<file path="src/hdl/alert_pkg.sv">
package alert_pkg;

  // ************************************************************
  // clock and tone timing
  // ************************************************************
  localparam int unsigned CLK_HZ = 40_000_000;
  localparam int unsigned LOW_TONE_HZ = 600;
  localparam int unsigned HIGH_TONE_HZ = 1200;
  localparam int unsigned TONE_PHASE_MS = 500;
  // half periods round down so the tone never runs slower than nominal
  localparam int unsigned LOW_HALF_CYCLES = CLK_HZ / (2 * LOW_TONE_HZ);
  localparam int unsigned HIGH_HALF_CYCLES = CLK_HZ / (2 * HIGH_TONE_HZ);
  localparam int unsigned TONE_PHASE_CYCLES = (CLK_HZ / 1000) * TONE_PHASE_MS;

  // ************************************************************
  // bus and register map
  // ************************************************************
  localparam int unsigned ADDR_W = 32;
  localparam int unsigned DATA_W = 32;
  localparam int unsigned CHAN_W = 4;
  localparam logic [2:0] HSIZE_WORD = 3'h2;
  localparam logic [7:0] ADDR_STATUS = 8'h00;
  localparam logic [7:0] ADDR_LIVE = 8'h04;
  localparam logic [7:0] ADDR_PIN_MODE = 8'h08;
  localparam logic [7:0] ADDR_THERM_MODE = 8'h0c;
  localparam logic [7:0] ADDR_OVT_MODE = 8'h10;
  localparam logic [7:0] ADDR_CASE_CLR = 8'h14;
  localparam logic [7:0] ADDR_ALARM_TONE_OUT_CTRL = 8'h18;
  localparam logic [7:0] ADDR_LIMIT_BASE = 8'h40;

  // ************************************************************
  // channels and limit word layout
  // ************************************************************
  localparam int unsigned NUM_CHAN = 12;
  localparam int unsigned NUM_VOLT = 8;
  localparam int unsigned NUM_FAN = 2;
  localparam logic [3:0] FAN0_CHAN = 4'h8;
  localparam logic [3:0] BOARD_TEMP_CHAN = 4'ha;
  localparam logic [3:0] PROC_TEMP_CHAN = 4'hb;
  localparam int unsigned BOARD_TEMP_BIT = 10;
  localparam int unsigned PROC_TEMP_BIT = 11;
  localparam int unsigned HI_LSB = 8;
  localparam int unsigned LO_LSB = 0;
  localparam logic [7:0] CMP_HYST = 8'h7f;

  // ************************************************************
  // control field positions and reset values
  // ************************************************************
  localparam int unsigned SMI_MODE_BIT = 6;
  localparam int unsigned GPIO_MODE_BIT = 1;
  localparam int unsigned ONE_TIME_BIT = 5;
  localparam int unsigned PROC_CMP_BIT = 6;
  localparam int unsigned PROC_OVT_EN_BIT = 3;
  localparam int unsigned BOARD_OVT_EN_BIT = 6;
  localparam int unsigned OVT_INT_A_BIT = 4;
  localparam int unsigned OVT_INT_B_BIT = 1;
  localparam int unsigned CASE_CLR_BIT = 7;
  localparam int unsigned CASE_ALT_CLR_BIT = 5;
  localparam int unsigned INTRUSION_BIT = 12;
  localparam int unsigned ALARM_TONE_OUT_USER_BIT = 13;
  localparam int unsigned ALARM_TONE_OUT_GLOBAL_BIT = 15;
  localparam logic [7:0] CFG_RESET = 8'h00;
  localparam logic [15:0] ALARM_TONE_OUT_RESET = 16'h0000;
  localparam logic [15:0] LIMIT_RESET = 16'h0000;

  typedef enum logic {TONE_LOW, TONE_HIGH} tone_sel_type;

endpackage

</file>
<file path="src/hdl/hw_monitor_alert_logic.sv">
// The register addresses and the AHB-Lite interface to the registers were chosen for this implementation.
`timescale 1ns/1ps
`default_nettype none
module hw_monitor_alert_logic #(
  parameter int unsigned TONE_PHASE_CYCLES = alert_pkg::TONE_PHASE_CYCLES,
  parameter int unsigned LOW_HALF_CYCLES = alert_pkg::LOW_HALF_CYCLES,
  parameter int unsigned HIGH_HALF_CYCLES = alert_pkg::HIGH_HALF_CYCLES
) (
  input wire logic clk_sys,
  input wire logic srst,
  input wire logic hsel,
  input wire logic [alert_pkg::ADDR_W-1:0] haddr,
  input wire logic [1:0] htrans,
  input wire logic hwrite,
  input wire logic [2:0] hsize,
  input wire logic [alert_pkg::DATA_W-1:0] hwdata,
  input wire logic hready,
  output logic hreadyout,
  output logic hresp,
  output logic [alert_pkg::DATA_W-1:0] hrdata,
  input wire logic meas_valid,
  input wire logic [alert_pkg::CHAN_W-1:0] meas_chan,
  input wire logic [7:0] meas_value,
  input wire logic intrusion_n,
  output logic mgmt_irq_n,
  output logic overtemp_n,
  output logic alarm_tone_out,
  output logic alarm_tone_oe
);
  import alert_pkg::*;

  // ************************************************************
  // declarations
  // ************************************************************
  logic [7:0] wr_addr;
  logic [7:0] next_wr_addr;
  logic wr_pend;
  logic next_wr_pend;
  logic [DATA_W-1:0] next_hrdata;
  logic [7:0] pin_mode;
  logic [7:0] next_pin_mode;
  logic [7:0] therm_mode;
  logic [7:0] next_therm_mode;
  logic [7:0] ovt_mode;
  logic [7:0] next_ovt_mode;
  logic [7:0] case_clr;
  logic [7:0] next_case_clr;
  logic [15:0] alarm_tone_out_ctrl;
  logic [15:0] next_alarm_tone_out_ctrl;
  logic [15:0] limit_mem [NUM_CHAN];
  logic [15:0] next_limit_mem [NUM_CHAN];
  logic acc;
  logic rd_take;
  logic status_rd;
  logic [11:0] status;
  logic [11:0] next_status;
  logic [11:0] evt;
  logic [NUM_VOLT-1:0] volt_oor;
  logic [NUM_VOLT-1:0] next_volt_oor;
  logic [NUM_FAN-1:0] fan_above;
  logic [NUM_FAN-1:0] next_fan_above;
  logic case_prev;
  logic case_latch;
  logic next_case_latch;
  logic ovt_latch;
  logic next_ovt_latch;
  logic next_mgmt_irq_n;
  logic next_overtemp_n;
  logic next_tone_oe;
  logic smi_mode;
  logic ovt_int;
  logic hot_any;
  logic ovt_edge_any;
  logic alarm_tone_out_on;
  logic [12:0] alarm_tone_out_cond;
  logic board_smi;
  logic board_edge;
  logic board_hot;
  logic proc_smi;
  logic proc_edge;
  logic proc_hot;

  // ************************************************************
  // address decode helpers
  // ************************************************************
  function automatic logic is_limit(input logic [7:0] a);
    is_limit = (a >= ADDR_LIMIT_BASE) && (a < ADDR_LIMIT_BASE + 8'(4 * NUM_CHAN)) && (a[1:0] == 2'h0);
  endfunction

  function automatic logic [3:0] limit_idx(input logic [7:0] a);
    logic [7:0] d;
    d = a - ADDR_LIMIT_BASE;
    limit_idx = d[5:2];
  endfunction

  // ************************************************************
  // bus slave: zero wait, read data registered at address phase
  // ************************************************************
  assign hreadyout = 1'b1;
  assign hresp = 1'b0;
  assign acc = hsel && hready && htrans[1];
  assign rd_take = acc && !hwrite && (haddr[31:8] == 24'h0);
  // status read is the only re-arm path for the management interrupt
  assign status_rd = rd_take && (haddr[7:0] == ADDR_STATUS);

  always_comb begin
    next_wr_pend = acc && hwrite && (hsize == HSIZE_WORD) && (haddr[31:8] == 24'h0);
    next_wr_addr = haddr[7:0];
    next_hrdata = hrdata;
    if (rd_take) begin
      next_hrdata = '0;
      if (is_limit(haddr[7:0])) begin
        next_hrdata[15:0] = limit_mem[limit_idx(haddr[7:0])];
      end else begin
        case (haddr[7:0])
          ADDR_STATUS: next_hrdata[12:0] = {case_latch, status};
          ADDR_LIVE: next_hrdata[13:0] = {case_latch, intrusion_n, proc_hot, board_hot, fan_above, volt_oor};
          ADDR_PIN_MODE: next_hrdata[7:0] = pin_mode;
          ADDR_THERM_MODE: next_hrdata[7:0] = therm_mode;
          ADDR_OVT_MODE: next_hrdata[7:0] = ovt_mode;
          ADDR_CASE_CLR: next_hrdata[7:0] = case_clr;
          ADDR_ALARM_TONE_OUT_CTRL: next_hrdata[15:0] = alarm_tone_out_ctrl;
          default: next_hrdata = '0;
        endcase
      end
    end
  end

  // ************************************************************
  // writable registers, written in the data phase
  // ************************************************************
  always_comb begin
    next_pin_mode = pin_mode;
    next_therm_mode = therm_mode;
    next_ovt_mode = ovt_mode;
    next_alarm_tone_out_ctrl = alarm_tone_out_ctrl;
    next_limit_mem = limit_mem;
    next_case_clr = 8'h00;
    if (wr_pend) begin
      if (is_limit(wr_addr)) begin
        next_limit_mem[limit_idx(wr_addr)] = hwdata[15:0];
      end
      case (wr_addr)
        ADDR_PIN_MODE: next_pin_mode = hwdata[7:0];
        ADDR_THERM_MODE: next_therm_mode = hwdata[7:0];
        ADDR_OVT_MODE: next_ovt_mode = hwdata[7:0];
        ADDR_ALARM_TONE_OUT_CTRL: next_alarm_tone_out_ctrl = hwdata[15:0];
        // clear bits hold one cycle then drop back by themselves
        ADDR_CASE_CLR: begin
          next_case_clr[CASE_CLR_BIT] = hwdata[CASE_CLR_BIT];
          next_case_clr[CASE_ALT_CLR_BIT] = hwdata[CASE_ALT_CLR_BIT];
        end
        default: next_case_clr = 8'h00;
      endcase
    end
  end

  // ************************************************************
  // temperature sensor units
  // ************************************************************
  // board sensor compares without hysteresis in comparator mode
  temp_alert_unit #(
    .HOLD_TO_HYST(1'b0)
  ) board_unit (
    .clk_sys(clk_sys),
    .srst(srst),
    .sample(meas_valid && (meas_chan == BOARD_TEMP_CHAN)),
    .value(meas_value),
    .over_lim(limit_mem[BOARD_TEMP_BIT][HI_LSB +: 8]),
    .hyst_lim(limit_mem[BOARD_TEMP_BIT][LO_LSB +: 8]),
    .cmp_mode(limit_mem[BOARD_TEMP_BIT][LO_LSB +: 8] == CMP_HYST),
    .one_time(therm_mode[ONE_TIME_BIT]),
    .smi_evt(board_smi),
    .ovt_edge(board_edge),
    .hot(board_hot)
  );

  temp_alert_unit #(
    .HOLD_TO_HYST(1'b1)
  ) proc_unit (
    .clk_sys(clk_sys),
    .srst(srst),
    .sample(meas_valid && (meas_chan == PROC_TEMP_CHAN)),
    .value(meas_value),
    .over_lim(limit_mem[PROC_TEMP_BIT][HI_LSB +: 8]),
    .hyst_lim(limit_mem[PROC_TEMP_BIT][LO_LSB +: 8]),
    .cmp_mode(therm_mode[PROC_CMP_BIT]),
    .one_time(1'b0),
    .smi_evt(proc_smi),
    .ovt_edge(proc_edge),
    .hot(proc_hot)
  );

  // ************************************************************
  // voltage and fan comparison, status and pin personalities
  // ************************************************************
  assign smi_mode = pin_mode[SMI_MODE_BIT];
  assign ovt_int = ovt_mode[OVT_INT_A_BIT] && ovt_mode[OVT_INT_B_BIT];
  assign hot_any = (ovt_mode[BOARD_OVT_EN_BIT] && board_hot) || (therm_mode[PROC_OVT_EN_BIT] && proc_hot);
  assign ovt_edge_any = (ovt_mode[BOARD_OVT_EN_BIT] && board_edge) || (therm_mode[PROC_OVT_EN_BIT] && proc_edge);

  always_comb begin
    evt = '0;
    next_volt_oor = volt_oor;
    next_fan_above = fan_above;
    for (int i = 0; i < NUM_VOLT; i++) begin
      if (meas_valid && (meas_chan == 4'(i))) begin
        next_volt_oor[i] = (meas_value > limit_mem[i][HI_LSB +: 8]) || (meas_value < limit_mem[i][LO_LSB +: 8]);
        evt[i] = next_volt_oor[i];
      end
    end
    for (int j = 0; j < NUM_FAN; j++) begin
      if (meas_valid && (meas_chan == FAN0_CHAN + 4'(j))) begin
        next_fan_above[j] = meas_value > limit_mem[NUM_VOLT + j][LO_LSB +: 8];
        evt[NUM_VOLT + j] = next_fan_above[j] != fan_above[j];
      end
    end
    evt[BOARD_TEMP_BIT] = board_smi;
    evt[PROC_TEMP_BIT] = proc_smi;
    // a new event in the read cycle is kept: set wins over clear
    next_status = (status & ~{12{status_rd}}) | evt;
    // pending status keeps the line low; later events add no new edge
    next_mgmt_irq_n = !(smi_mode && (|next_status));
    next_ovt_latch = ovt_int && (ovt_edge_any || (ovt_latch && !status_rd));
    next_overtemp_n = !(!smi_mode && (ovt_int ? next_ovt_latch : hot_any));
    // an edge in the clear cycle still wins, nothing is lost
    next_case_latch = (case_prev && !intrusion_n) || (case_latch && !(case_clr[CASE_CLR_BIT] || case_clr[CASE_ALT_CLR_BIT]));
  end

  // ************************************************************
  // beeper source merge and open-drain drive
  // ************************************************************
  assign alarm_tone_out_cond = {!intrusion_n, proc_hot, board_hot, fan_above, volt_oor};
  assign alarm_tone_out_on = alarm_tone_out_ctrl[ALARM_TONE_OUT_GLOBAL_BIT] && (alarm_tone_out_ctrl[ALARM_TONE_OUT_USER_BIT] || (|(alarm_tone_out_cond & alarm_tone_out_ctrl[12:0])));

  alarm_tone_gen #(
    .PHASE_CYCLES(TONE_PHASE_CYCLES),
    .LOW_HALF(LOW_HALF_CYCLES),
    .HIGH_HALF(HIGH_HALF_CYCLES)
  ) tone_unit (
    .clk_sys(clk_sys),
    .srst(srst),
    .active(alarm_tone_out_on && !pin_mode[GPIO_MODE_BIT]),
    .tone(alarm_tone_out)
  );

  // pin is released in gpio mode; open drain only ever pulls low
  assign next_tone_oe = !pin_mode[GPIO_MODE_BIT] && !alarm_tone_out;

  // ************************************************************
  // state registers
  // ************************************************************
  always_ff @(posedge clk_sys) begin
    if (srst) begin
      wr_pend <= 1'b0;
      wr_addr <= 8'h00;
      hrdata <= '0;
      pin_mode <= CFG_RESET;
      therm_mode <= CFG_RESET;
      ovt_mode <= CFG_RESET;
      case_clr <= CFG_RESET;
      alarm_tone_out_ctrl <= ALARM_TONE_OUT_RESET;
      for (int k = 0; k < NUM_CHAN; k++) begin
        limit_mem[k] <= LIMIT_RESET;
      end
      status <= '0;
      volt_oor <= '0;
      fan_above <= '0;
      case_prev <= 1'b1;
      case_latch <= 1'b0;
      ovt_latch <= 1'b0;
      mgmt_irq_n <= 1'b1;
      overtemp_n <= 1'b1;
      alarm_tone_oe <= 1'b1;
    end else begin
      wr_pend <= next_wr_pend;
      wr_addr <= next_wr_addr;
      hrdata <= next_hrdata;
      pin_mode <= next_pin_mode;
      therm_mode <= next_therm_mode;
      ovt_mode <= next_ovt_mode;
      case_clr <= next_case_clr;
      alarm_tone_out_ctrl <= next_alarm_tone_out_ctrl;
      limit_mem <= next_limit_mem;
      status <= next_status;
      volt_oor <= next_volt_oor;
      fan_above <= next_fan_above;
      case_prev <= intrusion_n;
      case_latch <= next_case_latch;
      ovt_latch <= next_ovt_latch;
      mgmt_irq_n <= next_mgmt_irq_n;
      overtemp_n <= next_overtemp_n;
      alarm_tone_oe <= next_tone_oe;
    end
  end
endmodule // hw_monitor_alert_logic
`default_nettype wire

</file>
<file path="src/hdl/temp_alert_unit.sv">
`timescale 1ns/1ps
`default_nettype none
module temp_alert_unit #(
  parameter bit HOLD_TO_HYST = 1'b1
) (
  input wire logic clk_sys,
  input wire logic srst,
  input wire logic sample,
  input wire logic [7:0] value,
  input wire logic [7:0] over_lim,
  input wire logic [7:0] hyst_lim,
  input wire logic cmp_mode,
  input wire logic one_time,
  output logic smi_evt,
  output logic ovt_edge,
  output logic hot
);
  import alert_pkg::*;

  logic next_hot;
  logic above;
  logic below;

  // ************************************************************
  // hysteresis tracking and event pulses
  // ************************************************************
  always_comb begin
    above = value > over_lim;
    below = value < hyst_lim;
    next_hot = hot;
    smi_evt = 1'b0;
    ovt_edge = 1'b0;
    if (sample) begin
      if (!hot && above) begin
        next_hot = 1'b1;
        ovt_edge = 1'b1;
        smi_evt = !cmp_mode;
      end else if (hot && below) begin
        next_hot = 1'b0;
        ovt_edge = 1'b1;
        smi_evt = !cmp_mode && !one_time;
      end
      // comparator mode repeats on every sample, even after a status read
      if (cmp_mode) begin
        smi_evt = HOLD_TO_HYST ? next_hot : above;
      end
    end
  end

  // hot level survives between samples
  always_ff @(posedge clk_sys) begin
    if (srst) begin
      hot <= 1'b0;
    end else begin
      hot <= next_hot;
    end
  end
endmodule // temp_alert_unit
`default_nettype wire

</file>
<file path="src/hdl/alarm_tone_gen.sv">
`timescale 1ns/1ps
`default_nettype none
module alarm_tone_gen #(
  parameter int unsigned PHASE_CYCLES = alert_pkg::TONE_PHASE_CYCLES,
  parameter int unsigned LOW_HALF = alert_pkg::LOW_HALF_CYCLES,
  parameter int unsigned HIGH_HALF = alert_pkg::HIGH_HALF_CYCLES
) (
  input wire logic clk_sys,
  input wire logic srst,
  input wire logic active,
  output logic tone
);
  import alert_pkg::*;

  tone_sel_type sel;
  tone_sel_type next_sel;
  logic [31:0] phase_cnt;
  logic [31:0] next_phase_cnt;
  logic [31:0] half_cnt;
  logic [31:0] next_half_cnt;
  logic [31:0] half_lim;
  logic next_tone;

  // ************************************************************
  // alternating square waves
  // ************************************************************
  always_comb begin
    next_sel = sel;
    next_phase_cnt = phase_cnt + 32'h1;
    next_half_cnt = half_cnt + 32'h1;
    next_tone = tone;
    unique case (sel)
      TONE_LOW: half_lim = 32'(LOW_HALF);
      TONE_HIGH: half_lim = 32'(HIGH_HALF);
    endcase
    if (half_cnt >= half_lim - 32'h1) begin
      next_half_cnt = 32'h0;
      next_tone = ~tone;
    end
    // each pitch lasts one phase, then the other takes over
    if (phase_cnt >= 32'(PHASE_CYCLES) - 32'h1) begin
      next_phase_cnt = 32'h0;
      next_half_cnt = 32'h0;
      next_sel = (sel == TONE_LOW) ? TONE_HIGH : TONE_LOW;
    end
    // idle restarts the sequence at the low pitch, pin level low
    if (!active) begin
      next_sel = TONE_LOW;
      next_phase_cnt = 32'h0;
      next_half_cnt = 32'h0;
      next_tone = 1'b0;
    end
  end

  always_ff @(posedge clk_sys) begin
    if (srst) begin
      sel <= TONE_LOW;
      phase_cnt <= 32'h0;
      half_cnt <= 32'h0;
      tone <= 1'b0;
    end else begin
      sel <= next_sel;
      phase_cnt <= next_phase_cnt;
      half_cnt <= next_half_cnt;
      tone <= next_tone;
    end
  end
endmodule // alarm_tone_gen
`default_nettype wire

</file>
<file path="config.mk">
export PLATFORM = sky130hd
export DESIGN_NAME = hw_monitor_alert_logic
export DESIGN_NICKNAME = d
export VERILOG_FILES = /design/src/hdl/alert_pkg.sv /design/src/hdl/hw_monitor_alert_logic.sv /design/src/hdl/temp_alert_unit.sv /design/src/hdl/alarm_tone_gen.sv
export SDC_FILE = /design/constraint.sdc
export NUM_CORES = 1
export LEC_CHECK = 0
export ABC_AREA = 0
export ABC_CLOCK_PERIOD_IN_PS = 8200
export BUFFER_PORTS_ARGS = -buffer_cell sky130_fd_sc_hd__clkbuf_2
export CAP_MARGIN = 0
export CORE_ASPECT_RATIO = 1.2
export CORE_MARGIN = 5
export CORE_UTILIZATION = 35
export CTS_BUF_LIST = sky130_fd_sc_hd__clkbuf_4 sky130_fd_sc_hd__clkbuf_8 sky130_fd_sc_hd__clkbuf_16
export DETAILED_ROUTE_END_ITERATION = 16
export HOLD_SLACK_MARGIN = 0.15
export PLACE_DENSITY = 0.58
export REMOVE_ABC_BUFFERS = 1
export SLEW_MARGIN = 30
export SYNTH_ARGS = -nofsm -noshare
export SYNTH_HDL_FRONTEND = slang
export SYNTH_SLANG_ARGS = --single-unit
</file>
<file path="constraint.sdc">
create_clock -name clk_sys -period 8.2 [get_ports clk_sys]
set_input_delay 1.23 -clock clk_sys [delete_from_list [all_inputs] [get_ports clk_sys]]
set_output_delay 1.23 -clock clk_sys [all_outputs]
set_load 0.02 [all_outputs]
</file>
==> results by group, run 1 <==
Global route
  • GRT overflow: 0
  • Initial antenna violation count: 1
  • GR Util met3: 3.82%
  • M1 GR Usage: 25.0%
  • Vias in the first global route: 16.3k
  • Met2 Use GR: 33.1%
  • First-pass GRT wire length: 93,400 um
  • Largest net degree at the start of global routing: 210
  • Gr usage total: 19.9%
  • GRT busiest layer: met2

Yosys
  • Sequential-to-total area share from yosys stat: 37.1%
  • Top FF cell, synth: dfxtp_1
  • Yosys reg bits: 355
  • EDFF count, synth: 0
  • Most common library cells after synthesis: 486 x nand2_1, 355 x dfxtp_1, 298 x a21oi_1, 184 x inv_1, 176 x ha_1
  • Syn_area_per_cell: 8.28 um^2
  • Leading area contributor after synthesis: dfxtp_1
  • Most common cell in the synthesized netlist: nand2_1
  • Distinct cells, synth: 71
  • Synth top area share: 37.1%
  • Top cells by area, synth: dfxtp_1 37%, ha_1 12%, nand2_1 9.5%, a21oi_1 7.8%, mux4_2 5.6%
  • Post-Synthesis Cells: 2,313
  • Post-synth ARST share: 0%
  • Netlist Area Pre-Place: 19,100 um^2
  • Synthesis Warnings: 0

Layout
  • Filler instances: 5,540
  • # diodes: 0
  • Nets: 2,627
  • Layout cells sized above 1: 10.7%
  • Area grow syn2layout: 12.9%
  • Design area: 21,600 um^2
  • Multi-input logic area: 10,900 um^2
  • Register Area: 7110 um^2

STA
  • F_max: 0.246 GHz
  • Fin crit share: 49.6%
  • RSZ-0062 raised after global routing: no
  • Setup_tns: 0 ns
  • Count of final setup violators: 0
  • Clock skew: 0.0211 ns
  • Slew Limit Fails: 0
  • Slew headroom: 34.5%
  • Min cycle time layout: 4.07 ns
  • Setup ws final: 4.13 ns
  • Slew at the pin with the worst max-slew slack: 0.982 ns
  • Final Hold Fails: 0

Setup path
  • CP Launch Type: input port
  • CP Capture Type: flop
  • Worst Path Required: 8.62 ns
  • Crit Path Class: input port to flop
  • Crit Path Max Fanout: 12
  • Worst path arrival time: 4.49 ns

Clock tree
  • CTS tree: done
  • Clock sinks: 355
  • CTS resizes: 0
  • Cts hold-fix bufs: 0
  • Post-CTS setup buffers: 0
  • Worst-Skew Late Latency: 0.57 ns
  • Clock transition at path regs: 0.06 ns
  • H-tree Lvls: 2
  • Num CTS Buffers: 40
  • Root buf cell: clkbuf_16
  • Clk buf depth: 3

Floorplanning
  • Die Wd: 224 um
  • Core box area: 54,600 um^2
  • Die Y: 266 um
  • Row count: 94
  • Die area: 59,500 um^2
  • I/O Pins: 126
  • Starting density of the core: 35.1%

Drt
  • Iteration-0 DRC Markers: 1,609
  • Via density: 5.39
  • Post-DRT Antenna Nets: 0
  • Routed WL: 61,300 um
  • Wirelength per Cell: 19.7 um
  • TritonRoute pass-1 iters: 5
  • Residual DRC: 0
  • Vias: 16.8k

Placement
  • Pre-CTS WS: 3.59 ns
  • I/O Buffers: 90
  • Post-DP Area: 20,200 um^2
  • Hpwl dp: 42,400 um
  • Gp weighted congestion: 0.928

Pwr
  • Leakage: 7.54 nW
  • IR drop worst, VDD: 0.000126 V
  • Pwr Density: 184 nW/um^2

Hold path
  • Worst min path class: flop to flop

Run
  • Max-cap violations: 0

Status
  • Status: complete, no violations
## flip-flops by register name, summed over array words and instances, names as in the netlist, 2 cells and up
name                 cells
wr_addr                  8
case_clr                 2
pin_mode                 8
tone_unit.half_cnt      32
hrdata                  16
status                  12
limit_mem              192
volt_oor                 8
tone_unit.phase_cnt     32
alarm_tone_out_ctrl     16
fan_above                2
therm_mode               8
ovt_mode                 8
## worst max-delay path, stage by stage
cell and delay, ns:
clkbuf_2 0.28, inv_1 0.64, ha_1 0.26, nor2b_1 0.05
o211ai_1 0.18, a21oi_1 0.11, a2111oi_0 0.37, o22ai_1 0.33
a22oi_1 0.26, or3b_1 0.38, o311ai_1 0.39
## area by class of cell
class | instances | area share, %
clock buffer | 56 | 5.44
clock inverter | 17 | 1.19
inverter | 184 | 3.20
multi-input combinational | 1677 | 50.4
sequential | 355 | 32.9
tap | 720 | 4.17
timing repair buffer | 105 | 2.72
## where the power goes
group | internal (W) | switching (W)
combinational | 0.0000842 | 0.000183
sequential | 0.00174 | 0.00000801
clock | 0.00120 | 0.000760
total | 0.00302 | 0.000951
## per-stage QoR
step / utilization [%] / hold WS (ns) / total power [W] / std cells
2_1_floorplan: - / 0.395 / 0.00190 / 2216
6_report: 39.6 / 0.443 / 0.00397 / 3114
4_1_cts: 39.6 / 0.449 / 0.00401 / 3114
3_5_place_dp: 37.0 / 0.435 / 0.00204 / 3041
3_3_place_gp: 37.0 / 0.424 / 0.00204 / 3041
5_1_grt: 39.6 / 0.477 / 0.00410 / 3114
## placed cells by master, fill, tap and decap left out, types with 6 or more instances in the layout
| master | instances |
|---|---|
| dfxtp_1 | 355 |
| conb_1 | 40 |
| a21oi_1 | 298 |
| o21ai_0 | 30 |
| clkbuf_16 | 41 |
| a222oi_1 | 7 |
| clkbuf_4 | 9 |
| o211ai_1 | 10 |
| nor2_1 | 125 |
| ha_1 | 176 |
| nor4_1 | 12 |
| a311oi_1 | 6 |
| nand4_1 | 37 |
| bufinv_16 | 6 |
| mux4_2 | 48 |
| o31ai_1 | 7 |
| nand3_1 | 37 |
| mux2i_1 | 43 |
| inv_1 | 184 |
| nor2_4 | 9 |
| o22ai_1 | 23 |
| nand2b_1 | 14 |
| a21o_1 | 27 |
| nor2_2 | 6 |
| a22oi_1 | 30 |
| a211oi_1 | 21 |
| clkbuf_2 | 88 |
| and3_1 | 13 |
| nor3_1 | 20 |
| clkbuf_8 | 7 |
| xor2_1 | 24 |
| or3_1 | 7 |
| and2_1 | 14 |
| nor2b_1 | 25 |
| nand2_1 | 486 |
| xnor2_1 | 15 |
| buf_4 | 15 |
## metal layers
layer	share of wire, %	vias up
li1	-	7999
met1	41	8030
met2	47	599
met3	7.0	149
met4	5.0	2
met5	0.015	-
## cell families (layout without fill, tap and decap cells)
kind of cell / count (synthesis) / count (layout) / synth area share (%)
adders and majority gates: 176 / 176 / 11.5
muxes: 91 / 91 / 7.89
other: 2 / 40 / 0.0392
buffers and inverters: 319 / 362 / 6.79
DFF: 355 / 355 / 37.1
and+or+nand+nor: 842 / 842 / 19.8
AOI/OAI and AO/OA: 489 / 489 / 15.0
xor gates and xnor gates: 39 / 39 / 1.78
## final timing paths
kind | startpoint | to | slack [ns] | cells past startpoint
max | meas_value[0] | mgmt_irq_n$_SDFF_PP1_ | 4.13 | 11
min | tone_unit.phase_cnt[0]$_SDFF_PP0_ | tone_unit.phase_cnt[0]$_SDFF_PP0_ | 0.44 | 1
max reg2reg | tone_unit.phase_cnt[0]$_SDFF_PP0_ | tone_unit.half_cnt[15]$_SDFF_PP0_ | 5.12 | 9
min reg2reg | tone_unit.phase_cnt[0]$_SDFF_PP0_ | tone_unit.phase_cnt[0]$_SDFF_PP0_ | 0.44 | 1
No activity file was read; power rests on OpenSTA's default activity.
==> inputs of run 2 (changes only) <==
- ABC_CLOCK_PERIOD_IN_PS: 8200 -> 3800
- clock period: 8.2 -> 3.8 ns (I/O delays scaled with it)
==> run 2 against run 1 <==
Effect of this change:
- sequential power up 120%
- largest power group unchanged
- flip-flop and latch count unchanged
- sequential share of layout area down 0.34 points
==> results by group, run 2 (synthesized netlist as in run 1, its figures left out) <==
Layout
  • Most common cell after layout, fill and taps aside: nand2_1 (unchanged)
  • Reg with most FFs: limit_mem (unchanged)
  • Register Area: 7110 um^2 (unchanged)
  • Nets: 2,666 (was 2,627)
  • # diodes: 0 (unchanged)
  • Filler instances: 5,507 (was 5,540)
  • Most frequent cells in the layout: 486 x nand2_1, 355 x dfxtp_1, 298 x a21oi_1 (unchanged)
  • Area grow syn2layout: 14.1% (was 12.9%)
  • Multi-input logic area: 10,900 um^2 (about the same)
  • Layout cells sized above 1: 12.0% (was 10.7%)
  • Biggest regs: limit_mem: 192 flops, tone_unit.half_cnt: 32 flops, tone_unit.phase_cnt: 32 flops (unchanged)
  • Max FFs per register: 192 (unchanged)

Drt
  • Routed WL: 63,000 um (was 61,300 um)
  • Via density: 5.37 (was 5.39)
  • Vias: 16.9k (was 16.8k)
  • Residual DRC: 0 (unchanged)
  • TritonRoute pass-1 iters: 6 (was 5)
  • Post-DRT Antenna Nets: 0 (unchanged)
  • Iteration-0 DRC Markers: 1,358 (was 1,609)
  • Wirelength per Cell: 20.0 um (was 19.7 um)

Clock tree
  • CTS tree: done (unchanged)
  • CTS resizes: 0 (unchanged)
  • Num CTS Buffers: 41 (was 40)
  • Root buf cell: clkbuf_16 (unchanged)
  • Clock transition at path regs: 0.06 ns (about the same)
  • Worst-Skew Late Latency: 0.58 ns (was 0.57 ns)
  • Post-CTS setup buffers: 0 (unchanged)
  • Clk buf depth: 3 (unchanged)
  • Cts hold-fix bufs: 0 (unchanged)
  • Clock sinks: 355 (unchanged)
  • H-tree Lvls: 2 (unchanged)

Placement
  • Pre-CTS WS: 0.541 ns (was 3.59 ns)
  • Gp weighted congestion: 0.972 (was 0.928)
  • Hpwl dp: 44,600 um (was 42,400 um)
  • I/O Buffers: 90 (unchanged)

Setup path
  • Worst Path Required: 4.28 ns (was 8.62 ns)
  • Crit Path Max Fanout: 16 (was 12)
  • Worst path arrival time: 3.34 ns (was 4.49 ns)
  • Crit Path Class: flop to flop (was input port to flop)
  • CP Capture Type: flop (unchanged)
  • CP Launch Type: flop (was input port)

Global route
  • Vias in the first global route: 16.9k (was 16.3k)
  • Initial antenna violation count: 1 (unchanged)
  • Gr usage total: 20.6% (was 19.9%)
  • First-pass GRT wire length: 96,900 um (was 93,400 um)
  • Largest net degree at the start of global routing: 130 (was 210)
  • GRT overflow: 0 (unchanged)

Pwr
  • Comb pwr share: 7.1% (was 6.7%)
  • Share of total power in sequential cells: 44.4% (was 43.9%)
  • Pwr Density: 388 nW/um^2 (was 184 nW/um^2)
  • IR drop worst, VDD: 0.000310 V (was 0.000126 V)
  • Clock share of power: 48.5% (was 49.3%)
  • Internal: 0.00641 W (was 0.00302 W)
  • Leakage: 7.71 nW (was 7.54 nW)
  • Sw power: 0.00206 W (was 0.000951 W)
  • Switching share of total power: 24.3% (was 24.0%)

STA
  • Fin crit share: 75.4%
  • RSZ-0062 raised after global routing: no (unchanged)
  • Setup ws final: 0.933 ns (was 4.13 ns)
  • Slew at the pin with the worst max-slew slack: 0.992 ns (was 0.982 ns)
  • Final Hold Fails: 0 (unchanged)
  • Slew headroom: 33.8% (was 34.5%)
  • Clock skew: 0.0348 ns (was 0.0211 ns)
  • Count of final setup violators: 0 (unchanged)
  • F_max: 0.349 GHz
  • Min cycle time layout: 2.87 ns
  • Setup_tns: 0 ns (unchanged)
  • Slew Limit Fails: 0 (unchanged)

Status
  • Status: complete, no violations (unchanged)

Run
  • Max-cap violations: 0 (unchanged)

Floorplanning
  • Row count: 94 (unchanged)
  • Core box area: 54,600 um^2 (unchanged)
  • Die Wd: 224 um (unchanged)
  • Die Y: 266 um (unchanged)
  • I/O Pins: 126 (unchanged)
  • Die area: 59,500 um^2 (unchanged)
  • Starting density of the core: 35.1% (unchanged)

Hold path
  • Worst min path class: input port to flop (was flop to flop)
run 2: layout make-up:
type	count	area share (%)
multi-input cells	1677	49.8
repair buffers	143	3.99
well taps	720	4.12
flip-flops and latches	355	32.5
inverters	184	3.16
clock buffers	60	5.67
clock inverters	13	0.693
run 2: critical path: stages, from the launching register on:
cell     delay [ns]
dfxtp_1        0.29
or4b_1         0.64
or2_1          0.32
or3_1          0.43
nor2_2         0.79
nand2_1        0.13
a21oi_1        0.17
run 2: final timing paths:
check | from | endpoint | slack, ns | cells past startpoint
worst min-delay path | haddr[7] | wr_addr[7]$_SDFF_PP0_ | 0.25 | 2
worst max-delay path | wr_addr[1]$_SDFF_PP0_ | limit_mem[163]$_SDFFE_PP0P_ | 0.93 | 6
worst min register to register | tone_unit.phase_cnt[0]$_SDFF_PP0_ | tone_unit.phase_cnt[0]$_SDFF_PP0_ | 0.44 | 1
worst max register to register | wr_addr[1]$_SDFF_PP0_ | limit_mem[163]$_SDFFE_PP0P_ | 0.93 | 6
run 2: power groups by stage:
| stage | logic [W] | registers (W) | clock network (W) |
|---|---|---|---|
| final | 0.000602 | 0.00376 | 0.00410 |
| after global routing | 0.000655 | 0.00376 | 0.00433 |
| after CTS | 0.000596 | 0.00376 | 0.00418 |
| after detailed placement | 0.000593 | 0.00384 | 0 |
| after global placement | 0.000577 | 0.00384 | 0 |
| after floorplan | 0.000252 | 0.00384 | 0 |
run 2: through the flow:
| stage | total power (W) | instances | hold WS [ns] | area [um^2] | util (%) |
|---|---|---|---|---|---|
| finish | 0.00847 | 3152 | 0.250 | 21800 | 40.0 |
| global route | 0.00875 | 3152 | 0.261 | 21800 | 40.0 |
| CTS | 0.00854 | 3152 | 0.218 | 21800 | 40.0 |
| detailed placement | 0.00444 | 3079 | 0.432 | 20500 | 37.5 |
| global placement | 0.00442 | 3079 | 0.427 | 20500 | 37.5 |
| floorplan | 0.00409 | 2216 | 0.395 | 18700 | - |
run 2: layer usage:
metal / vias to the layer above / track usage [%] / wire [um]
met4: 0 / 8.71 / 2920
met5: - / 0 / 0
met2: 598 / 35.0 / 29500
met1: 8113 / 26.0 / 26500
met3: 129 / 3.43 / 4000
li1: 8072 / - / -
==> inputs of run 3 (changes only) <==
- ABC_AREA: 0 -> 1
- ABC_CLOCK_PERIOD_IN_PS: 3800 -> 2800
- clock period: 3.8 -> 2.8 ns (I/O delays scaled with it)
==> run 3 against run 2 <==
Effect of this change:
- final cell count is 10% higher
- synthesized area shrank 0.24%
- wire length shrank 2.5%
- highest routed layer unchanged
- clock power rose by 35%
- largest cell class unchanged
- synthesized cell count is 12% higher
- via count rose by 6.5%
- die area fell by 0.23%
- first-iteration DRC count rose by 4.8%
- clock-buffer cell count fell by 3
- sequential power grew 36%
- cell area is 1.3% higher
==> results by group, run 3 <==
Clock tree
  • H-tree Lvls: 2 (unchanged)
  • Clock transition at path regs: 0.06 ns (about the same)
  • Clock sinks: 355 (unchanged)
  • Worst-Skew Late Latency: 0.59 ns (was 0.58 ns)
  • CTS tree: done (unchanged)
  • Root buf cell: clkbuf_16 (unchanged)
  • Num CTS Buffers: 41 (unchanged)
  • Post-CTS setup buffers: 0 (unchanged)
  • Clk buf depth: 3 (unchanged)

Pwr
  • Leakage: 9.05 nW (was 7.71 nW)
  • IR drop worst, VDD: 0.000415 V (was 0.000310 V)
  • Total power: 0.0116 W (was 0.00847 W)
  • Pwr Density: 522 nW/um^2 (was 388 nW/um^2)

Placement
  • I/O Buffers: 90 (unchanged)
  • Gp weighted congestion: 0.930 (was 0.972)
  • Hpwl dp: 45,600 um (was 44,600 um)

Yosys
  • Syn_area_per_cell: 7.36 um^2 (was 8.28 um^2)
  • Yosys reg bits: 355 (unchanged)
  • Synth top area share: 37.2% (was 37.1%)
  • Netlist Area Pre-Place: 19,100 um^2 (about the same)
  • Post-Synthesis Cells: 2,596 (was 2,313)
  • Post-synth ARST share: 0% (unchanged)
  • EDFF count, synth: 0 (unchanged)
  • Most common cell in the synthesized netlist: nand2_1 (unchanged)
  • Sequential-to-total area share from yosys stat: 37.2% (was 37.1%)
  • Most common library cells after synthesis: 366 x nand2_1, 359 x inv_1, 355 x dfxtp_1, 348 x a21oi_1, 300 x o21ai_0 (was 486 x nand2_1, 355 x dfxtp_1, 298 x a21oi_1, 184 x inv_1, 176 x ha_1)
  • Leading area contributor after synthesis: dfxtp_1 (unchanged)
  • Distinct cells, synth: 50 (was 71)
  • Top FF cell, synth: dfxtp_1 (unchanged)
  • Top cells by area, synth: dfxtp_1 37%, ha_1 12%, a21oi_1 9.1%, o21ai_0 7.9%, nand2_1 7.2% (was dfxtp_1 37%, ha_1 12%, nand2_1 9.5%, a21oi_1 7.8%, mux4_2 5.6%)
  • Synthesis Warnings: 0 (unchanged)

Layout
  • Max FFs per register: 192 (unchanged)
  • Layout cells sized above 1: 10.3% (was 12.0%)
  • Nets: 2,987 (was 2,666)
  • Most frequent cells in the layout: 365 x nand2_1, 359 x inv_1, 355 x dfxtp_1 (was 486 x nand2_1, 355 x dfxtp_1, 298 x a21oi_1)
  • Reg with most FFs: limit_mem (unchanged)
  • # diodes: 0 (unchanged)
  • Area grow syn2layout: 15.9% (was 14.1%)
  • Most common cell after layout, fill and taps aside: nand2_1 (unchanged)
  • Biggest regs: limit_mem: 192 flops, tone_unit.half_cnt: 32 flops, tone_unit.phase_cnt: 32 flops (unchanged)

Global route
  • First-pass GRT wire length: 95,300 um (was 96,900 um)
  • Initial antenna violation count: 0 (was 1)
  • Vias in the first global route: 17.3k (was 16.9k)
  • Largest net degree at the start of global routing: 92 (was 130)
  • Gr usage total: 20.0% (was 20.6%)
  • GRT overflow: 0 (unchanged)

Setup path
  • Crit Path Max Fanout: 13 (was 16)
  • CP Capture Type: flop (unchanged)
  • Worst path arrival time: 2.96 ns (was 3.34 ns)
  • Crit Path Class: input port to flop (was flop to flop)
  • Worst Path Required: 3.34 ns (was 4.28 ns)
  • CP Launch Type: input port (was flop)

Run
  • Max-cap violations: 0 (unchanged)

STA
  • Fin crit share: 86.4%
  • Slew Limit Fails: 0 (unchanged)
  • Hold_ws: 0.216 ns (was 0.250 ns)
  • Final Hold Fails: 0 (unchanged)
  • RSZ-0062 raised after global routing: no (unchanged)
  • F_max: 0.414 GHz
  • Min cycle time layout: 2.42 ns
  • Count of final setup violators: 0 (unchanged)
  • Slew at the pin with the worst max-slew slack: 0.770 ns (was 0.992 ns)
  • Clock skew: 0.0263 ns (was 0.0348 ns)
  • Slew headroom: 48.6% (was 33.8%)
  • Setup_tns: 0 ns (unchanged)

Floorplanning
  • Die Wd: 223 um (was 224 um)
  • Die Y: 266 um (about the same)
  • Die area: 59,400 um^2 (was 59,500 um^2)
  • I/O Pins: 126 (unchanged)
  • Core box area: 53,900 um^2 (was 54,600 um^2)
  • Starting density of the core: 35.4% (was 35.1%)
  • Row count: 93 (was 94)

Status
  • Status: complete, no violations (unchanged)

Hold path
  • Worst min path class: input port to flop (unchanged)

Drt
  • TritonRoute pass-1 iters: 6 (unchanged)
  • Vias: 18.0k (was 16.9k)
  • Routed WL: 61,400 um (was 63,000 um)
  • Via density: 5.20 (was 5.37)
  • Wirelength per Cell: 17.7 um (was 20.0 um)
  • Residual DRC: 0 (unchanged)
  • Iteration-0 DRC Markers: 1,423 (was 1,358)
  • Post-DRT Antenna Nets: 0 (unchanged)
## run 3: critical path, cell delays in order
cell	delay, ns
dlygate4sd3_1	0.54
clkbuf_2	0.12
nor2_2	0.35
nand3_4	0.17
nor2_4	0.26
nand3_2	0.38
nand2_1	0.19
nand2_1	0.09
nor2_1	0.10
nand2_1	0.05
nor2_1	0.13
nand3_1	0.08
nand2_1	0.05
## run 3: layout make-up
class,count,area (um^2)
tap,712,891
clock inverter,17,194
fill,5523,31700
multi-input combinational,1785,10200
timing repair buffer,170,1190
sequential,355,7110
clock buffer,57,1200
inverter,370,1390
## run 3: final timing paths
path,from,to,slack (ns),cells past startpoint
min reg2reg,ovt_mode[7]$_SDFFE_PP0P_,ovt_mode[7]$_SDFFE_PP0P_,0.46,2
max,haddr[1],mgmt_irq_n$_SDFF_PP1_,0.38,13
min,haddr[5],wr_addr[5]$_SDFF_PP0_,0.22,3
max reg2reg,tone_unit.sel$_SDFFE_PP0P_,tone_unit.half_cnt[14]$_SDFF_PP0_,0.53,11
## run 3: through the flow
stage | cells | utilization, % | worst slack (ns) | area [um^2]
after global routing | 3466 | 41.1 | 0.190 | 22100
after CTS | 3466 | 41.1 | 0.417 | 22100
final | 3466 | 41.1 | 0.382 | 22100
after detailed placement | 3382 | 38.3 | 0.184 | 20600
after floorplan | 2510 | - | -1.08 | 18600
after global placement | 3382 | 38.3 | 0.223 | 20600
## run 3: routing by layer
metal / track usage [%] / vias to the layer above / routed length [um]
li1: - / 8922 / -
met1: 26.2 / 8439 / 27400
met2: 33.4 / 539 / 28000
met3: 2.80 / 112 / 3490
met4: 7.97 / 0 / 2460
met5: 0 / - / 0
## run 3: power by group
group          switching [W]  internal [W]  leakage [nW]
combinational       0.000648      0.000292          5.47
sequential         0.0000140       0.00508          2.87
clock                0.00231       0.00321         0.704
## run 3: cells by family after synthesis
family | Yosys count | share of synthesized area [%]
fa+ha+maj | 176 | 11.5
compound gates | 802 | 22.5
buf+inv | 494 | 10.5
xor+xnor | 31 | 1.42
other cells | 2 | 0.0393
simple gates | 736 | 16.9
flops | 355 | 37.2
## run 3: what timing repair did
item / 4_1_cts / 5_1_grt
resized for setup: 0 / 0
hold buffers: 10 / 0
hold endpoints to repair: 7 / 0
